[config.mk]
export PLATFORM = sky130hd
export DESIGN_NAME = trxm_monitor
export DESIGN_NICKNAME = d
export VERILOG_FILES = /design/src/trxm_pkg.sv /design/src/trxm_monitor.sv /design/src/trxm_density.sv
export SDC_FILE = /design/constraint.sdc
export NUM_CORES = 1
export LEC_CHECK = 0
export BUFFER_PORTS_ARGS = -buffer_cell sky130_fd_sc_hd__clkbuf_2
export CAP_MARGIN = 20
export CORE_ASPECT_RATIO = 1.4
export CORE_UTILIZATION = 30
export DETAILED_ROUTE_END_ITERATION = 8
export SYNTH_ARGS = -nofsm -noshare
export SYNTH_HDL_FRONTEND = slang
export SYNTH_SLANG_ARGS = --single-unit
[constraint.sdc]
create_clock -name sys_clk -period 7 [get_ports sys_clk]
set_input_delay 0.7 -clock sys_clk [delete_from_list [all_inputs] [get_ports sys_clk]]
set_output_delay 0.7 -clock sys_clk [all_outputs]
set_load 0.02 [all_outputs]
[src/trxm_pkg.sv]
// ----------------------------------------------------------------------------
// trxm_pkg: shared constants and carriers of the receive monitor block
// ----------------------------------------------------------------------------
// register offsets, status bit positions, counter and density constants.
// assumes an 8-bit parallel host port and one receive-side clock.
package trxm_pkg;

   // register offsets on the host port
   localparam logic [7:0] TRXM_OFS_LV_LOW   = 8'h17;
   localparam logic [7:0] TRXM_OFS_CHK_HIGH = 8'h18;
   localparam logic [7:0] TRXM_OFS_CHK_LOW  = 8'h19;
   localparam logic [7:0] TRXM_OFS_STAT0    = 8'h1b;
   localparam logic [7:0] TRXM_OFS_STAT1    = 8'h1c;

   // status word zero bit positions (bit 5 unused)
   localparam int TRXM_S0_TSYNC = 7;
   localparam int TRXM_S0_MSYNC = 6;
   localparam int TRXM_S0_ONES  = 4;
   localparam int TRXM_S0_LOSS  = 3;
   localparam int TRXM_S0_SEVF  = 2;
   localparam int TRXM_S0_TSLIP = 1;
   localparam int TRXM_S0_RSLIP = 0;

   // status word one bit positions (bit 0 unused here)
   localparam int TRXM_S1_FERR  = 7;
   localparam int TRXM_S1_CHK   = 6;
   localparam int TRXM_S1_RALM  = 5;
   localparam int TRXM_S1_ALGN  = 4;
   localparam int TRXM_S1_LVIO  = 3;
   localparam int TRXM_S1_TPAT  = 2;
   localparam int TRXM_S1_DENS  = 1;

   // reset values
   localparam logic [7:0]  TRXM_STAT_RST = 8'h00;
   localparam logic [15:0] TRXM_CNT_RST  = 16'h0000;
   localparam logic [7:0]  TRXM_RD_NONE  = 8'h00;

   // severe framing: 2 errors inside a window of 6 framing bits
   localparam int TRXM_SEV_WIN  = 6;
   localparam int TRXM_SEV_ERRS = 2;

   // pulse density figures
   localparam int TRXM_DENS_ZEROS      = 16;
   localparam int TRXM_DENS_ZEROS_B8ZS = 8;
   localparam int TRXM_DENS_MAX_N      = 23;
   localparam int TRXM_DENS_STEP       = 8;

   // event strobes and state levels delivered by the framer and decoder
   typedef struct packed {
      logic terminal_sync;       // level: terminal frame sync held
      logic multiframe_sync;     // level: multiframe sync held
      logic all_ones;            // level: received all-ones condition
      logic signal_loss;         // level: analog or digital loss of signal
      logic framing_bit;         // pulse: a framing bit was checked
      logic framing_bit_error;   // with framing_bit: that bit was wrong
      logic tx_slip;             // pulse: transmit buffer slipped a frame
      logic rx_slip;             // pulse: receive buffer slipped a frame
      logic checksum_error;      // pulse: local crc-6 mismatch
      logic remote_alarm;        // pulse: yellow alarm detected
      logic reframe_done;        // pulse: reframe finished
      logic alignment_moved;     // with reframe_done: new alignment differs
      logic line_violation;      // pulse: bipolar violation seen
      logic b8zs_substitution;   // with line_violation: it was intentional
      logic test_pattern_error;  // pulse: prbs bit error on tested channel
   } trxm_event_s;

   // received line bit stream for the density monitor
   typedef struct packed {
      logic valid;               // pulse: one line bit this cycle
      logic one;                 // with valid: the bit was a mark
   } trxm_bit_s;

endpackage : trxm_pkg

[src/trxm_monitor.sv]
// ----------------------------------------------------------------------------
// trxm_monitor: receive error counters and event status words
// ----------------------------------------------------------------------------
// host reads registers over an asynchronous 8-bit parallel read port.
// framer events arrive on sys_clk; host pins are synchronised first.
// masks are ports; no mask registers here.
// address must stay steady through a read.
// events are sys_clk strobes or levels.
// counters hold during reads; status clears at read end.
//
// Functional notes
// - count bipolar violations, low byte readable
// - checksum error count high byte register
// - checksum error count low byte register
// - terminal sync change sets status bit
// - multiframe sync change sets bit; bit5 unused
// - all-ones start or end sets bit
// - signal loss change sets status bit
// - two framing errors in six sets bit
// - transmit slip sets status bit
// - receive slip sets status bit
// - framing error sets bit only in sync
// - crc-6 mismatch sets status bit
// - yellow alarm sets status bit
// - reframe with moved alignment sets bit
// - bipolar violation sets bit, not b8zs
// - prbs bit error sets status bit
// - density violation sets bit without b8zs
// - with b8zs, eight zeros set bit
// - reading a status word clears it
`timescale 1ns/1ps

module trxm_monitor
   import trxm_pkg::*;
#(
   parameter int CNT_W = 16,
   parameter int ADR_W = 8
) (
   // clock and reset
   input  wire logic             sys_clk,
   input  wire logic             nrst,
   // host parallel port
   input  wire logic             cpu_cs_n,
   input  wire logic             cpu_rd_n,
   input  wire logic [ADR_W-1:0] cpu_addr,
   output logic      [7:0]       cpu_data_out,
   output logic                  cpu_data_oe,
   // framer and decoder events
   input  wire trxm_event_s      events,
   input  wire trxm_bit_s        line_bit,
   input  wire logic             b8zs_enable,
   // event masks, 1 lets the event through
   input  wire logic [7:0]       mask_word_zero,
   input  wire logic [7:0]       mask_word_one
);

   if (CNT_W != 16 || ADR_W < 5) begin : g_bad_params
      $error("trxm_monitor: unsupported CNT_W or ADR_W");
   end

   // ------------------------------------------------------------------------
   // host pin synchronisers
   // ------------------------------------------------------------------------
   logic [ADR_W+1:0] pin_meta_q;
   logic [ADR_W+1:0] pin_sync_q;
   logic             rd_act_q;
   logic             rd_act;
   logic             rd_start;
   logic             rd_end;
   logic [ADR_W-1:0] adr_s;

   // two stages on every pin; a read is seen late
   // idle high at reset, so no false read start
   // address rides with the strobes; it is stable through any read
   always_ff @(posedge sys_clk or negedge nrst) begin
      if (!nrst) begin
         pin_meta_q <= '1;
         pin_sync_q <= '1;
      end else begin
         pin_meta_q <= {cpu_cs_n, cpu_rd_n, cpu_addr};
         pin_sync_q <= pin_meta_q;
      end
   end

   // strobe decode and one-cycle edge marks
   assign rd_act   = !pin_sync_q[ADR_W+1] && !pin_sync_q[ADR_W];
   assign adr_s    = pin_sync_q[ADR_W-1:0];
   assign rd_start = rd_act && !rd_act_q;
   assign rd_end   = !rd_act && rd_act_q;

   // last strobe state, idle after reset
   always_ff @(posedge sys_clk or negedge nrst) begin
      if (!nrst) begin
         rd_act_q <= 1'b0;
      end else begin
         rd_act_q <= rd_act;
      end
   end

   // ------------------------------------------------------------------------
   // address decode
   // ------------------------------------------------------------------------
   // one compare per offset, shared by mux and clear
   function automatic logic hit(input logic [ADR_W-1:0] a, input logic [7:0] ofs);
      hit = (a == ADR_W'(ofs));
   endfunction : hit

   logic [ADR_W-1:0] rd_adr_q;
   logic             sel_lv_low;
   logic             sel_chk_high;
   logic             sel_chk_low;
   logic             sel_stat0;
   logic             sel_stat1;
   logic             sel_any;

   // one-hot selects from the synchronised address
   assign sel_lv_low   = hit(adr_s, TRXM_OFS_LV_LOW);
   assign sel_chk_high = hit(adr_s, TRXM_OFS_CHK_HIGH);
   assign sel_chk_low  = hit(adr_s, TRXM_OFS_CHK_LOW);
   assign sel_stat0    = hit(adr_s, TRXM_OFS_STAT0);
   assign sel_stat1    = hit(adr_s, TRXM_OFS_STAT1);
   // unmapped offsets read 00 with no enable
   assign sel_any      = sel_lv_low | sel_chk_high | sel_chk_low | sel_stat0 | sel_stat1;

   // ------------------------------------------------------------------------
   // error counters
   // ------------------------------------------------------------------------
   logic [CNT_W-1:0] lv_cnt_q;
   logic [CNT_W-1:0] chk_cnt_q;
   logic             lv_pend_q;
   logic             chk_pend_q;

   logic             lv_evt;
   logic             lv_inc;
   logic             chk_inc;

   // b8zs substitutions are coding, not errors
   assign lv_evt  = events.line_violation && !events.b8zs_substitution;
   // while a read is open the count is frozen; one event is kept pending
   // a second event in one read is lost; reads are short
   assign lv_inc  = !rd_act && (lv_evt || lv_pend_q);
   assign chk_inc = !rd_act && (events.checksum_error || chk_pend_q);

   // counters wrap at 16 bits
   always_ff @(posedge sys_clk or negedge nrst) begin
      if (!nrst) begin
         lv_cnt_q   <= TRXM_CNT_RST;
         chk_cnt_q  <= TRXM_CNT_RST;
         lv_pend_q  <= 1'b0;
         chk_pend_q <= 1'b0;
      end else begin
         if (lv_inc) lv_cnt_q <= lv_cnt_q + 1'b1;
         if (chk_inc) chk_cnt_q <= chk_cnt_q + 1'b1;
         // pending slots fill only during a read
         lv_pend_q  <= rd_act && (lv_evt || lv_pend_q);
         chk_pend_q <= rd_act && (events.checksum_error || chk_pend_q);
      end
   end

   // ------------------------------------------------------------------------
   // event sources: level change detection and severe framing window
   // ------------------------------------------------------------------------
   logic [3:0]              lvl_q;
   logic [3:0]              lvl_now;
   logic [3:0]              lvl_chg;
   logic [TRXM_SEV_WIN-2:0] ferr_hist_q;
   logic                    sev_evt;
   logic                    dens_evt;

   // masks act later, at the status words
   assign lvl_now = {events.terminal_sync, events.multiframe_sync,
                     events.all_ones, events.signal_loss};
   // a rise or a fall of a level is one change
   assign lvl_chg = lvl_now ^ lvl_q;

   // this error plus at least one in the previous five framing bits
   assign sev_evt = events.framing_bit && events.framing_bit_error &&
                    ($countones(ferr_hist_q) >= TRXM_SEV_ERRS - 1);

   // levels start at zero, so a level already high after reset fires on the first sample
   // history moves on framing bits only
   always_ff @(posedge sys_clk or negedge nrst) begin
      if (!nrst) begin
         lvl_q       <= '0;
         ferr_hist_q <= '0;
      end else begin
         lvl_q <= lvl_now;
         if (events.framing_bit)
            ferr_hist_q <= {ferr_hist_q[TRXM_SEV_WIN-3:0], events.framing_bit_error};
      end
   end

   // density monitor on the raw line bits
   trxm_density #(
      .MAX_N       (TRXM_DENS_MAX_N)
   ) u_density (
      .sys_clk     (sys_clk),
      .nrst        (nrst),
      .line_bit    (line_bit),
      .b8zs_enable (b8zs_enable),
      .violation   (dens_evt)
   );

   // ------------------------------------------------------------------------
   // raw event vectors in status word layout
   // ------------------------------------------------------------------------
   logic [7:0] raw0;
   logic [7:0] raw1;

   // unused bits stay zero and never set
   always_comb begin
      raw0                = '0; // bit 5 stays unused
      raw0[TRXM_S0_TSYNC] = lvl_chg[3];
      raw0[TRXM_S0_MSYNC] = lvl_chg[2];
      raw0[TRXM_S0_ONES]  = lvl_chg[1];
      raw0[TRXM_S0_LOSS]  = lvl_chg[0];
      raw0[TRXM_S0_SEVF]  = sev_evt;
      raw0[TRXM_S0_TSLIP] = events.tx_slip;
      raw0[TRXM_S0_RSLIP] = events.rx_slip;

      // framing errors count only in terminal sync
      raw1                = '0;
      raw1[TRXM_S1_FERR]  = events.framing_bit && events.framing_bit_error &&
                            events.terminal_sync;
      raw1[TRXM_S1_CHK]   = events.checksum_error;
      raw1[TRXM_S1_RALM]  = events.remote_alarm;
      raw1[TRXM_S1_ALGN]  = events.reframe_done && events.alignment_moved;
      raw1[TRXM_S1_LVIO]  = lv_evt;
      raw1[TRXM_S1_TPAT]  = events.test_pattern_error;
      raw1[TRXM_S1_DENS]  = dens_evt;
   end

   // ------------------------------------------------------------------------
   // status words: set by unmasked events, cleared by the read that saw them
   // ------------------------------------------------------------------------
   logic [7:0] stat0_q;
   logic [7:0] stat1_q;
   logic [7:0] stat0_d;
   logic [7:0] stat1_d;

   logic [7:0] clr0;
   logic [7:0] clr1;
   logic       rd_was_stat0;
   logic       rd_was_stat1;

   // word of the read now ending, kept from its start
   assign rd_was_stat0 = hit(rd_adr_q, TRXM_OFS_STAT0);
   assign rd_was_stat1 = hit(rd_adr_q, TRXM_OFS_STAT1);
   // counter reads never touch the status words
   // only bits the host actually saw are cleared, so later events survive
   assign clr0    = (rd_end && rd_was_stat0) ? cpu_data_out : '0;
   assign clr1    = (rd_end && rd_was_stat1) ? cpu_data_out : '0;
   // set is ored last, so an event at the clear edge wins
   assign stat0_d = (stat0_q & ~clr0) | (raw0 & mask_word_zero);
   assign stat1_d = (stat1_q & ~clr1) | (raw1 & mask_word_one);

   // reset drops every pending event
   always_ff @(posedge sys_clk or negedge nrst) begin
      if (!nrst) begin
         stat0_q <= TRXM_STAT_RST;
         stat1_q <= TRXM_STAT_RST;
      end else begin
         stat0_q <= stat0_d;
         stat1_q <= stat1_d;
      end
   end

   // ------------------------------------------------------------------------
   // read data: captured once at the start of the read and held
   // ------------------------------------------------------------------------
   logic [7:0] rd_mux;
   logic       oe_q;

   // selects are one-hot, so the order is moot
   assign rd_mux = sel_lv_low   ? lv_cnt_q[7:0] :
                   sel_chk_high ? chk_cnt_q[15:8] :
                   sel_chk_low  ? chk_cnt_q[7:0] :
                   sel_stat0    ? stat0_q :
                   sel_stat1    ? stat1_q : TRXM_RD_NONE;

   // capture at start keeps the byte steady for the host
   always_ff @(posedge sys_clk or negedge nrst) begin
      if (!nrst) begin
         cpu_data_out <= TRXM_RD_NONE;
         rd_adr_q     <= '0;
         oe_q         <= 1'b0;
      end else begin
         if (rd_start) begin
            cpu_data_out <= rd_mux;
            // address kept for the clear at read end
            rd_adr_q     <= adr_s;
         end
         // enable drops once the strobe is gone
         oe_q <= rd_act && (rd_start ? sel_any : oe_q);
      end
   end

   // enable only for mapped reads
   assign cpu_data_oe = oe_q;

endmodule : trxm_monitor

[src/trxm_density.sv]
// ----------------------------------------------------------------------------
// trxm_density: pulse density violation detector
// ----------------------------------------------------------------------------
// watches the received line bits and pulses on a density violation.
// assumes bits arrive on sys_clk as one-cycle valid strobes.
`timescale 1ns/1ps

module trxm_density
   import trxm_pkg::*;
#(
   parameter int MAX_N = TRXM_DENS_MAX_N
) (
   // clock and reset
   input  wire logic      sys_clk,
   input  wire logic      nrst,
   // line side
   input  wire trxm_bit_s line_bit,
   input  wire logic      b8zs_enable,
   // result
   output logic           violation
);

   localparam int AW = 8;
   localparam logic [AW-1:0] AGE_MAX = '1;

   if (MAX_N < 1 || TRXM_DENS_STEP * (MAX_N + 1) > 254) begin : g_bad_max_n
      $error("trxm_density: MAX_N out of range");
   end

   // ------------------------------------------------------------------------
   // zero run counter
   // ------------------------------------------------------------------------
   logic [AW-1:0] zrun_q;
   logic [AW-1:0] zrun_d;
   logic [AW-1:0] zrun_lim;
   logic          zrun_hit;

   assign zrun_lim = b8zs_enable ? AW'(TRXM_DENS_ZEROS_B8ZS) : AW'(TRXM_DENS_ZEROS);
   assign zrun_d   = line_bit.one ? '0 : ((zrun_q == AGE_MAX) ? zrun_q : zrun_q + 1'b1);
   // fire once, on the bit that completes the run
   assign zrun_hit = line_bit.valid && !line_bit.one && (zrun_d == zrun_lim);

   always_ff @(posedge sys_clk or negedge nrst) begin
      if (!nrst) zrun_q <= '0;
      else if (line_bit.valid) zrun_q <= zrun_d;
   end

   // ------------------------------------------------------------------------
   // ages of the last MAX_N marks; age k too old means fewer than k ones
   // ------------------------------------------------------------------------
   // starting all ages at zero avoids a false alarm straight after reset
   logic [AW-1:0] age_q [1:MAX_N];
   logic [AW-1:0] age_d [1:MAX_N];
   logic [MAX_N:1] win_hit;

   genvar k;
   generate
      for (k = 1; k <= MAX_N; k++) begin : g_age
         logic [AW-1:0] older;
         if (k == 1) begin : g_first
            assign older = '0;
         end else begin : g_rest
            assign older = age_q[k-1];
         end
         assign age_d[k] = line_bit.one ? ((older == AGE_MAX) ? older : older + 1'b1)
                                        : ((age_q[k] == AGE_MAX) ? age_q[k] : age_q[k] + 1'b1);
         // mark k just left the last 8(k+1) bits: fewer than k ones
         assign win_hit[k] = line_bit.valid && !b8zs_enable &&
                             (age_d[k] == AW'(TRXM_DENS_STEP * (k + 1) + 1));
         always_ff @(posedge sys_clk or negedge nrst) begin
            if (!nrst) age_q[k] <= '0;
            else if (line_bit.valid) age_q[k] <= age_d[k];
         end
      end
   endgenerate

   assign violation = zrun_hit | (|win_hit);

endmodule : trxm_density

==> summary.md, run 1 <==
The logs give 2239 for the final-stage net count and 8 for the number of search-and-repair iterations in the first detailed-routing pass. Type of the worst setup path: register to register. Adding up every negative setup slack in the final design gives 0 ps. The finished cells cover 20510 µm².

In the synthesized netlist the dominant register cell turns out to be sky130_fd_sc_hd__dfrtp_1. The total routing usage reported by global routing was 0.1622. Cell with the most instances on the worst path: sky130_fd_sc_hd__nand4_1.

The clock net in this run drives a total of 281 sinks. From left edge to right edge, the die measures 212.3 µm. The leakage component of the power was 0.008245 µW; the power density over cell area was 352.5 nW/µm².

The minimum setup slack after placement is 3272 ps. For the count of endpoints failing hold in the final timing report, the log shows 0. For the sequential element share of the synthesized area, the log shows 0.3797. The tightest hold path in the finished design has a slack of 192.6 ps. Walking the worst path, the cells encountered are ha_1, and3_1, nor4b_1, o221ai_1, o31ai_1, nand4_1, nand4_1, nor4_1, a31oi_1.

Counting the buffers created by CTS gives 34. Number of vias in the routed layout: 16.71k. Gates resized during post-CTS repair numbered 0. Post-CTS timing repair inserted 0 buffers for setup.

The first routing iteration left 1504 violations. The maximum count of clock buffers along a single path is 3, and the number of max-cap violations is 0. The repair_antennas step left the layout with diodes totalling 0. At the later pin of the worst-skew pair, clock insertion delay measures 550 ps.

From synthesis to final layout, the design area changed by 10.37%. The H-tree generated during clock tree synthesis spans 2 levels. Async set-reset flop share out of synthesis: 1.000. The number of endpoints failing setup at the final stage is 0, and the instance area after placement is 19370 µm². Synthesized netlist net count: 2282.

The total number of yosys warnings came out at 0. The tools report the slack of the critical path as 3671 ps. The tools report the endpoint of the lowest-slack register-to-register path as stat1_q[1]. After synthesis, the cell types taking the most area are sky130_fd_sc_hd__dfrtp_1 (35%), sky130_fd_sc_hd__a21oi_1 (6.1%), sky130_fd_sc_hd__nor2_1 (5.6%), sky130_fd_sc_hd__nand2_1 (3.7%), sky130_fd_sc_hd__mux2_2 (3.5%). The tools report the root buffer cell as sky130_fd_sc_hd__clkbuf_16. The run gives 18580 µm² as the post-synth design cell area. Together, buffers and inverters on the worst path number 0. STA classifies the critical path startpoint as a register. The core outline area is 61050 µm². Clock skew on the completed layout was measured at 28.60 ps. The number of antenna violations at the first check in global routing is 1, and the number of global-route vias before repair is 16.05k. The layout has 6341 filler cells. At the pin with the least slew margin, the transition time is 1086 ps.

The most area-hungry cell type in the Yosys netlist is sky130_fd_sc_hd__dfrtp_1. The congestion estimate from routability-driven global placement came to 0.8591. After detailed routing, the number of vias per cell comes to 5.562. The clock period minus worst slack was 3329 ps; the total half-perimeter wirelength after legalization and detailed placement was 35130 µm. The fraction of post-synthesis cell area in the top cell type by area was 0.3515; the wire length of the first global-routing pass was 83480 µm. The period utilization is 0.4756, and the peak supply drop is 0.2020 mV. The fraction of final layout cells sized beyond drive strength 1 is 0.1175, and the antenna violation net count after detailed routing is 0.

Cell type of the slowest stage on the worst timing path: sky130_fd_sc_hd__nor4b_1. The die is 296.5 µm tall. The die covers 62960 µm².

Global route total overflow: 0. In this run, synthesis inferred 0 flip-flops with an integrated enable. The relative slew slack came out at 0.2661.

The final-report max-slew violation count is 0. TritonCTS built the clock tree. Number of distinct library cells after synthesis: 98. On the worst path, the slowest cell contributes a delay of 950 ps.

The tools report the I/O pin count as 55. The logs give 107 for the number of placement rows and 0 for the number of design rule violations left after detail routing. The startpoint identified for the worst register-to-register timing path is u_density.g_age[5].older[0].

The cell count after synthesis was 2206; the total of buffers placed on input and output ports was 52. The flow ran to the end, and the final reports show no timing, DRC or antenna violations. Initial core utilization: 0.3044. The worst min-delay path category is input pin to async pin.

Along the worst path, the maximum fanout reaches 10. The critical path crosses 9 cells after its start point. For this design, the CTS-stage hold fixing added 0 buffers. Measured in cells, the most critical reg-to-reg path has a length of 9. Following the worst setup path forward leads to its endpoint at stat1_q[1]. The routed design has 50770 µm of wire. Post-synthesis area per instance: 8.424 µm². Timing would allow up to 0.3004 GHz.

In the final routed layout, each cell accounts on average for 16.89 µm. Data arrives at the worst endpoint at 3800 ps. Kind of cell with the highest combined delay on the critical path: simple AND/OR/NAND/NOR gates. For the worst setup path, the data required time is 7470 ps.

After clock tree synthesis, the clock-pin slew on the worst setup and hold paths is 60 ps. For flop-to-flop paths, the worst setup slack is 3670 ps. The source of the critical timing path was u_density.g_age[5].older[0]. Kind of capture point of the worst setup path: a register.

Setup repair after global routing left no endpoint under its margin. Entering global routing, the biggest net connects 141 pins. The synthesis-stage register bit count came out at 281.
[registers in the layout, summed over array words and instances (netlist names)]
register               count
chk_cnt_q                 16
chk_pend_q                 1
cpu_data_oe                1
cpu_data_out               8
ferr_hist_q                5
lv_cnt_q                   8
lv_pend_q                  1
lvl_q                      4
pin_meta_q                10
pin_sync_q                10
rd_act_q                   1
rd_adr_q                   8
stat0_q                    8
stat1_q                    8
u_density.age_q            8
u_density.g_age.older    176
u_density.zrun_q           8
[cell families after synthesis]
logic type               count (synthesis)  share of synthesized area
flip-flops                             281                     0.3797
AO/OA/AOI/OAI                          658                     0.2282
buffers and inverters                  184                    0.04215
AND/OR/NAND/NOR                        878                     0.2346
adder cells (fa/ha/maj)                 30                    0.02101
XOR/XNOR                                58                    0.02734
multiplexers                           117                    0.06699
[stage by stage]
stage	utilization	instances	total power, µW
2_1_floorplan	-	2206	4705
3_3_place_gp	0.3173	2943	5318
3_5_place_dp	0.3173	2943	5406
4_1_cts	0.3358	3004	7268
5_1_grt	0.3360	3005	7783
6_report	0.3360	3005	7231
[cells in the mapped netlist (46+ instances only)]
cell                       count
sky130_fd_sc_hd__nor3_1       47
sky130_fd_sc_hd__nand3_1     112
sky130_fd_sc_hd__mux2i_1      58
sky130_fd_sc_hd__nor2_1      275
sky130_fd_sc_hd__clkbuf_1     91
sky130_fd_sc_hd__dfrtp_1     261
sky130_fd_sc_hd__and3_1       56
sky130_fd_sc_hd__mux2_2       58
sky130_fd_sc_hd__nand2_1     184
sky130_fd_sc_hd__nand4_1      46
sky130_fd_sc_hd__o21ai_0      90
sky130_fd_sc_hd__a31oi_1      81
sky130_fd_sc_hd__a21oi_1     226
[how the worst min path moves through the flow]
stage                  start                           end  slack (ps)
2_1_floorplan  pin_meta_q[0]                 pin_sync_q[0]         350
3_3_place_gp   pin_meta_q[3]                 pin_sync_q[3]         350
3_5_place_dp   pin_meta_q[9]                 pin_sync_q[9]         350
4_1_cts                 nrst  u_density.g_age[19].older[7]         200
5_1_grt          cpu_addr[3]                 pin_meta_q[3]         220
6_report                nrst  u_density.g_age[19].older[7]         190
[cell usage in the layout, fill, tap and decap left out, drive strengths merged, types with 34 or more instances in the layout]
| master | synthesis | layout |
|---|---|---|
| nand4 | 48 | 48 |
| nor2 | 276 | 276 |
| o211ai | 35 | 35 |
| dfrtp | 261 | 261 |
| a31oi | 81 | 81 |
| inv | 37 | 39 |
| mux2i | 58 | 58 |
| o22ai | 34 | 34 |
| xnor2 | 34 | 34 |
| o21ai | 99 | 99 |
| and3 | 57 | 57 |
| clkbuf | 94 | 97 |
| mux2 | 59 | 59 |
| nand3 | 113 | 113 |
| a21oi | 226 | 226 |
| nand2 | 185 | 185 |
| nor3 | 49 | 49 |
[report_power, final]
group / total (µW) / leakage [µW] / switching, µW / internal (µW)
logic: 2700 / 0.00444 / 1550 / 1150
registers: 2720 / 0.00324 / 684 / 2040
clock network: 1810 / 0.000561 / 740 / 1070
[area by class of cell]
cell class | count | area (µm²) | share of cell area
clock buffers | 47 | 991.0 | 0.04832
well taps | 817 | 1022 | 0.04984
inverters | 38 | 147.6 | 0.007199
multi-input cells | 1741 | 10740 | 0.5238
flip-flops and latches | 281 | 7057 | 0.3441
repair buffers | 67 | 411.6 | 0.02007
clock inverters | 14 | 137.6 | 0.006711
[per-layer routing]
layer,global-route usage,up-vias,part of all wire
li1,-,8148,-
met1,0.1932,8035,0.41
met2,0.2920,433,0.51
met3,0.02397,95,0.042
met4,0.06141,2,0.032
met5,0,-,0.00032
[worst register-to-register path: cells and delay by family, from the launching register on]
family	cells	cell delay, ps
DFF	1	490
AOI/OAI and AO/OA	3	580
adders and majority gates	1	320
and+or+nand+nor	5	1870
(Power assumes the default switching activity.)
==> inputs of run 2 (changes only) <==
clock period = 2.85 ns   (was 7 ns; I/O delays follow)
==> run 2 against run 1 <==
  * Flip-flop and latch count is the same
  * Fmax is 21% higher
  * Clock power increased by 120%
  * Register-to-register slack worse by 3600 ps
  * Sequential share of layout area fell by 1.4 points
  * Largest cell class unchanged
==> summary.md, run 2 (same netlist as run 1, synthesis figures left out) <==
The horizontal extent of the die came out at 212.3 µm. The register with the most flip-flops in the layout has 176 of them. Before antenna repair, the detailed router went through 5 iterations.

Following the worst setup path forward leads to its endpoint at stat1_q[1]. The number of cell instances on the worst register-to-register path came out at 10. Fraction of final layout cells sized beyond drive strength 1: 0.1405.

The number of placed instances, taps included, is 3014. The critical path is of the register to register type. The buffer and inverter count on the worst path works out to 1. The core outline area came out at 61050 µm². Global routing finished with a remaining overflow of 0. The tools report the I/O pin count as 55. The area growth from synthesis to final layout is 15.10%, and the highest fanout seen on the critical path is 5.

The count of buffers added on input and output ports is 52. At the pin with the least slew margin, the transition time is 976.8 ps. Row generation in the floorplan step produced 107 rows.

Sequential cell fraction of total power: 0.369. Arrival time of data at the critical path endpoint: 3190 ps. Number of endpoints failing setup at the final stage: 0. Number of max-cap violations: 0. In the routed layout, each cell is associated on average with a via count of 5.519. The analysis attributes to cell leakage a power of 0.008676 µW. The count of nets left with antenna violations once routing finished came out at 0.

No sink is reached through more buffers than the 3 on the longest clock path. Setup repair after global routing left no endpoint under its margin. The proportion of power drawn by combinational gates was 0.408; the clock-pin slew on the worst setup and hold paths was 60 ps. The worst register-to-register path has a setup slack of 110 ps. STA classifies the critical path startpoint as a register. The number of cells on the critical path is 10. The clock drives 281 sinks. In this run, the number of DRC markers left after iteration 0 of detailed routing was 1502. The net switching power of the design came out at 7349 µW. For this run, the slowest stage of the critical path takes 440 ps. TritonCTS created 31 clock buffers.

The internal power of the cells totals 10420 µW. In the final design database the tool counted 2344 nets. Leaving out fill and tap cells, the most frequent cell in the layout is sky130_fd_sc_hd__nor2_1. The initial core utilization was 0.3044; the clock network fraction of total power was 0.223.

The cell type of the slowest stage on the worst timing path is sky130_fd_sc_hd__dfrtp_1. The final-report max-slew violation count was 0. Tracing the worst setup path back leads to its startpoint at u_density.g_age[9].older[0]. The switching share of total power was 0.4137. The kind of capture point of the worst setup path was a register. The flow ran to the end, and the final reports show no timing, DRC or antenna violations. The period utilization works out to 0.9621.

The cell sitting at the root of the clock tree is a sky130_fd_sc_hd__clkbuf_16. Across the routed clock network, the largest skew measured is 12.69 ps. For the finished layout, the period the worst path requires is 2742 ps. The number of vias in the routed layout is 17.16k. The placer congestion estimate was 0.8776. The total routing usage reported by global routing is 0.1664. The signal on the critical path passes through ha_1, and3_1, nand3_1, mux2i_1, nor4bb_1, a31oi_1, o211ai_1, nor4_1, buf_4, a31oi_1. The count of endpoints failing hold in the final timing report is 0. The final layout contains routed wiring with a total length of 53090 µm. The floorplan step set the die height to 296.5 µm. The relative slew slack was 0.3488. The launch point of the worst reg-to-reg path is u_density.g_age[9].older[0].

For this run, design rule violations remaining after detail routing come to 0. Data on the critical path is required at its endpoint by 3300 ps. Number of global-route vias before repair: 16.58k. In the final routed layout, each cell accounts on average for 17.08 µm. The run gives 225 as the pin count of the biggest net entering global routing. The run gives 0 as the number of antenna repair diodes. The die covers 62960 µm².

Among cell families on the critical path, the largest total delay comes from simple AND/OR/NAND/NOR gates. The first global-routing pass estimated 86040 µm of wire. The maximum operating frequency was 0.3647 GHz. At the later pin of the worst-skew pair, clock insertion delay measures 580 ps.

In this run the critical register-to-register path is captured at stat1_q[1]. The HPWL after detailed placement is 37750 µm. The final cell count without fillers came out at 3109. In the layout the commonest cells are sky130_fd_sc_hd__nor2_1 (275), sky130_fd_sc_hd__dfrtp_1 (261), sky130_fd_sc_hd__a21oi_1 (225). The min-delay analysis places its worst path in the category input pin to register. After routing, the total negative slack on setup checks comes to 0 ps. Number of H-tree levels: 1.

TritonCTS built the clock tree. Number of antenna violations at the first check in global routing: 0. Dividing total power by cell area gives a power density of 830.6 nW/µm².

The peak supply drop came out at 0.4700 mV. Cell with the most instances on the worst path: sky130_fd_sc_hd__a31oi_1.
-- run 2: cell count changes in the layout (fill, tap and decap cells not counted), sizes merged --
cell / previous run / this run
inv: 39 / 37
buf: 17 / 89
clkinvlp: 1 / 2
bufinv: 2 / 1
clkbuf: 97 / 98
dlygate4sd3: 0 / 37
clkinv: 10 / 6
-- run 2: timing repair --
| item | CTS | global route |
|---|---|---|
| buffers inserted | 0 | 1 |
| resized for setup | 1 | 3 |
| hold buffers | 37 | 0 |
| pin swaps | 0 | 3 |
| endpoints found under the hold margin | 85 | 0 |
| endpoints found under the setup margin | 1 | 1 |
-- run 2: cell type report --
class | instances | area, µm²
Clock buffer | 49 | 913.4
Fill cell | 6231 | 39660
Tap cell | 817 | 1022
Multi-Input combinational cell | 1741 | 10760
Timing Repair Buffer | 175 | 1415
Inverter | 38 | 147.6
Sequential cell | 281 | 7057
Clock inverter | 8 | 73.82
-- run 2: worst min-delay path by stage --
stage | end | start | slack (ps) | cells after the start
2_1_floorplan | chk_cnt_q[0] | nrst | -10 | 0
3_3_place_gp | u_density.g_age[2].older[4] | nrst | 290 | 1
3_5_place_dp | u_density.g_age[2].older[4] | nrst | 300 | 1
4_1_cts | lv_pend_q | events[1] | 20 | 4
5_1_grt | lv_pend_q | events[1] | 70 | 4
6_report | lv_pend_q | events[1] | 60 | 4
-- run 2: worst reg2reg max path, stage by stage (launching register included) --
cell and delay (ps):
sky130_fd_sc_hd__dfrtp_1 440, sky130_fd_sc_hd__ha_1 260, sky130_fd_sc_hd__and3_1 240, sky130_fd_sc_hd__nand3_1 120
sky130_fd_sc_hd__mux2i_1 360, sky130_fd_sc_hd__nor4bb_1 130, sky130_fd_sc_hd__a31oi_1 390, sky130_fd_sc_hd__o211ai_1 160
sky130_fd_sc_hd__nor4_1 290, sky130_fd_sc_hd__buf_4 170, sky130_fd_sc_hd__a31oi_1 60
-- run 2: metrics by stage --
stage | setup WS [ps] | cell area, µm² | hold WS [ps] | utilization | total power [µW]
3_3_place_gp | -36.07 | 20010 | 292.7 | 0.3277 | 13460
3_5_place_dp | -51.68 | 20010 | 298.5 | 0.3277 | 13680
2_1_floorplan | 493.7 | 18580 | -10.59 | - | 11560
6_report | 108.1 | 21390 | 60.18 | 0.3503 | 17770
5_1_grt | 8.081 | 21390 | 66.81 | 0.3503 | 19050
4_1_cts | 94.29 | 21370 | 24.19 | 0.3501 | 17790
-- run 2: metal layers --
| metal | track usage | vias up | wire length (µm) |
|---|---|---|---|
| met5 | 0 | - | 0 |
| met4 | 0.06984 | 0 | 1832 |
| met3 | 0.01826 | 113 | 1865 |
| met2 | 0.3078 | 368 | 27430 |
| met1 | 0.1929 | 8337 | 21970 |
| li1 | - | 8340 | - |
-- run 2: power groups by stage --
stage,Clock (µW),Combinational (µW),Sequential [µW]
4_1_cts,4090,7200,6500
3_3_place_gp,0,6970,6490
3_5_place_dp,0,7110,6560
5_1_grt,4250,8060,6750
6_report,3960,7240,6560
2_1_floorplan,0,5620,5940
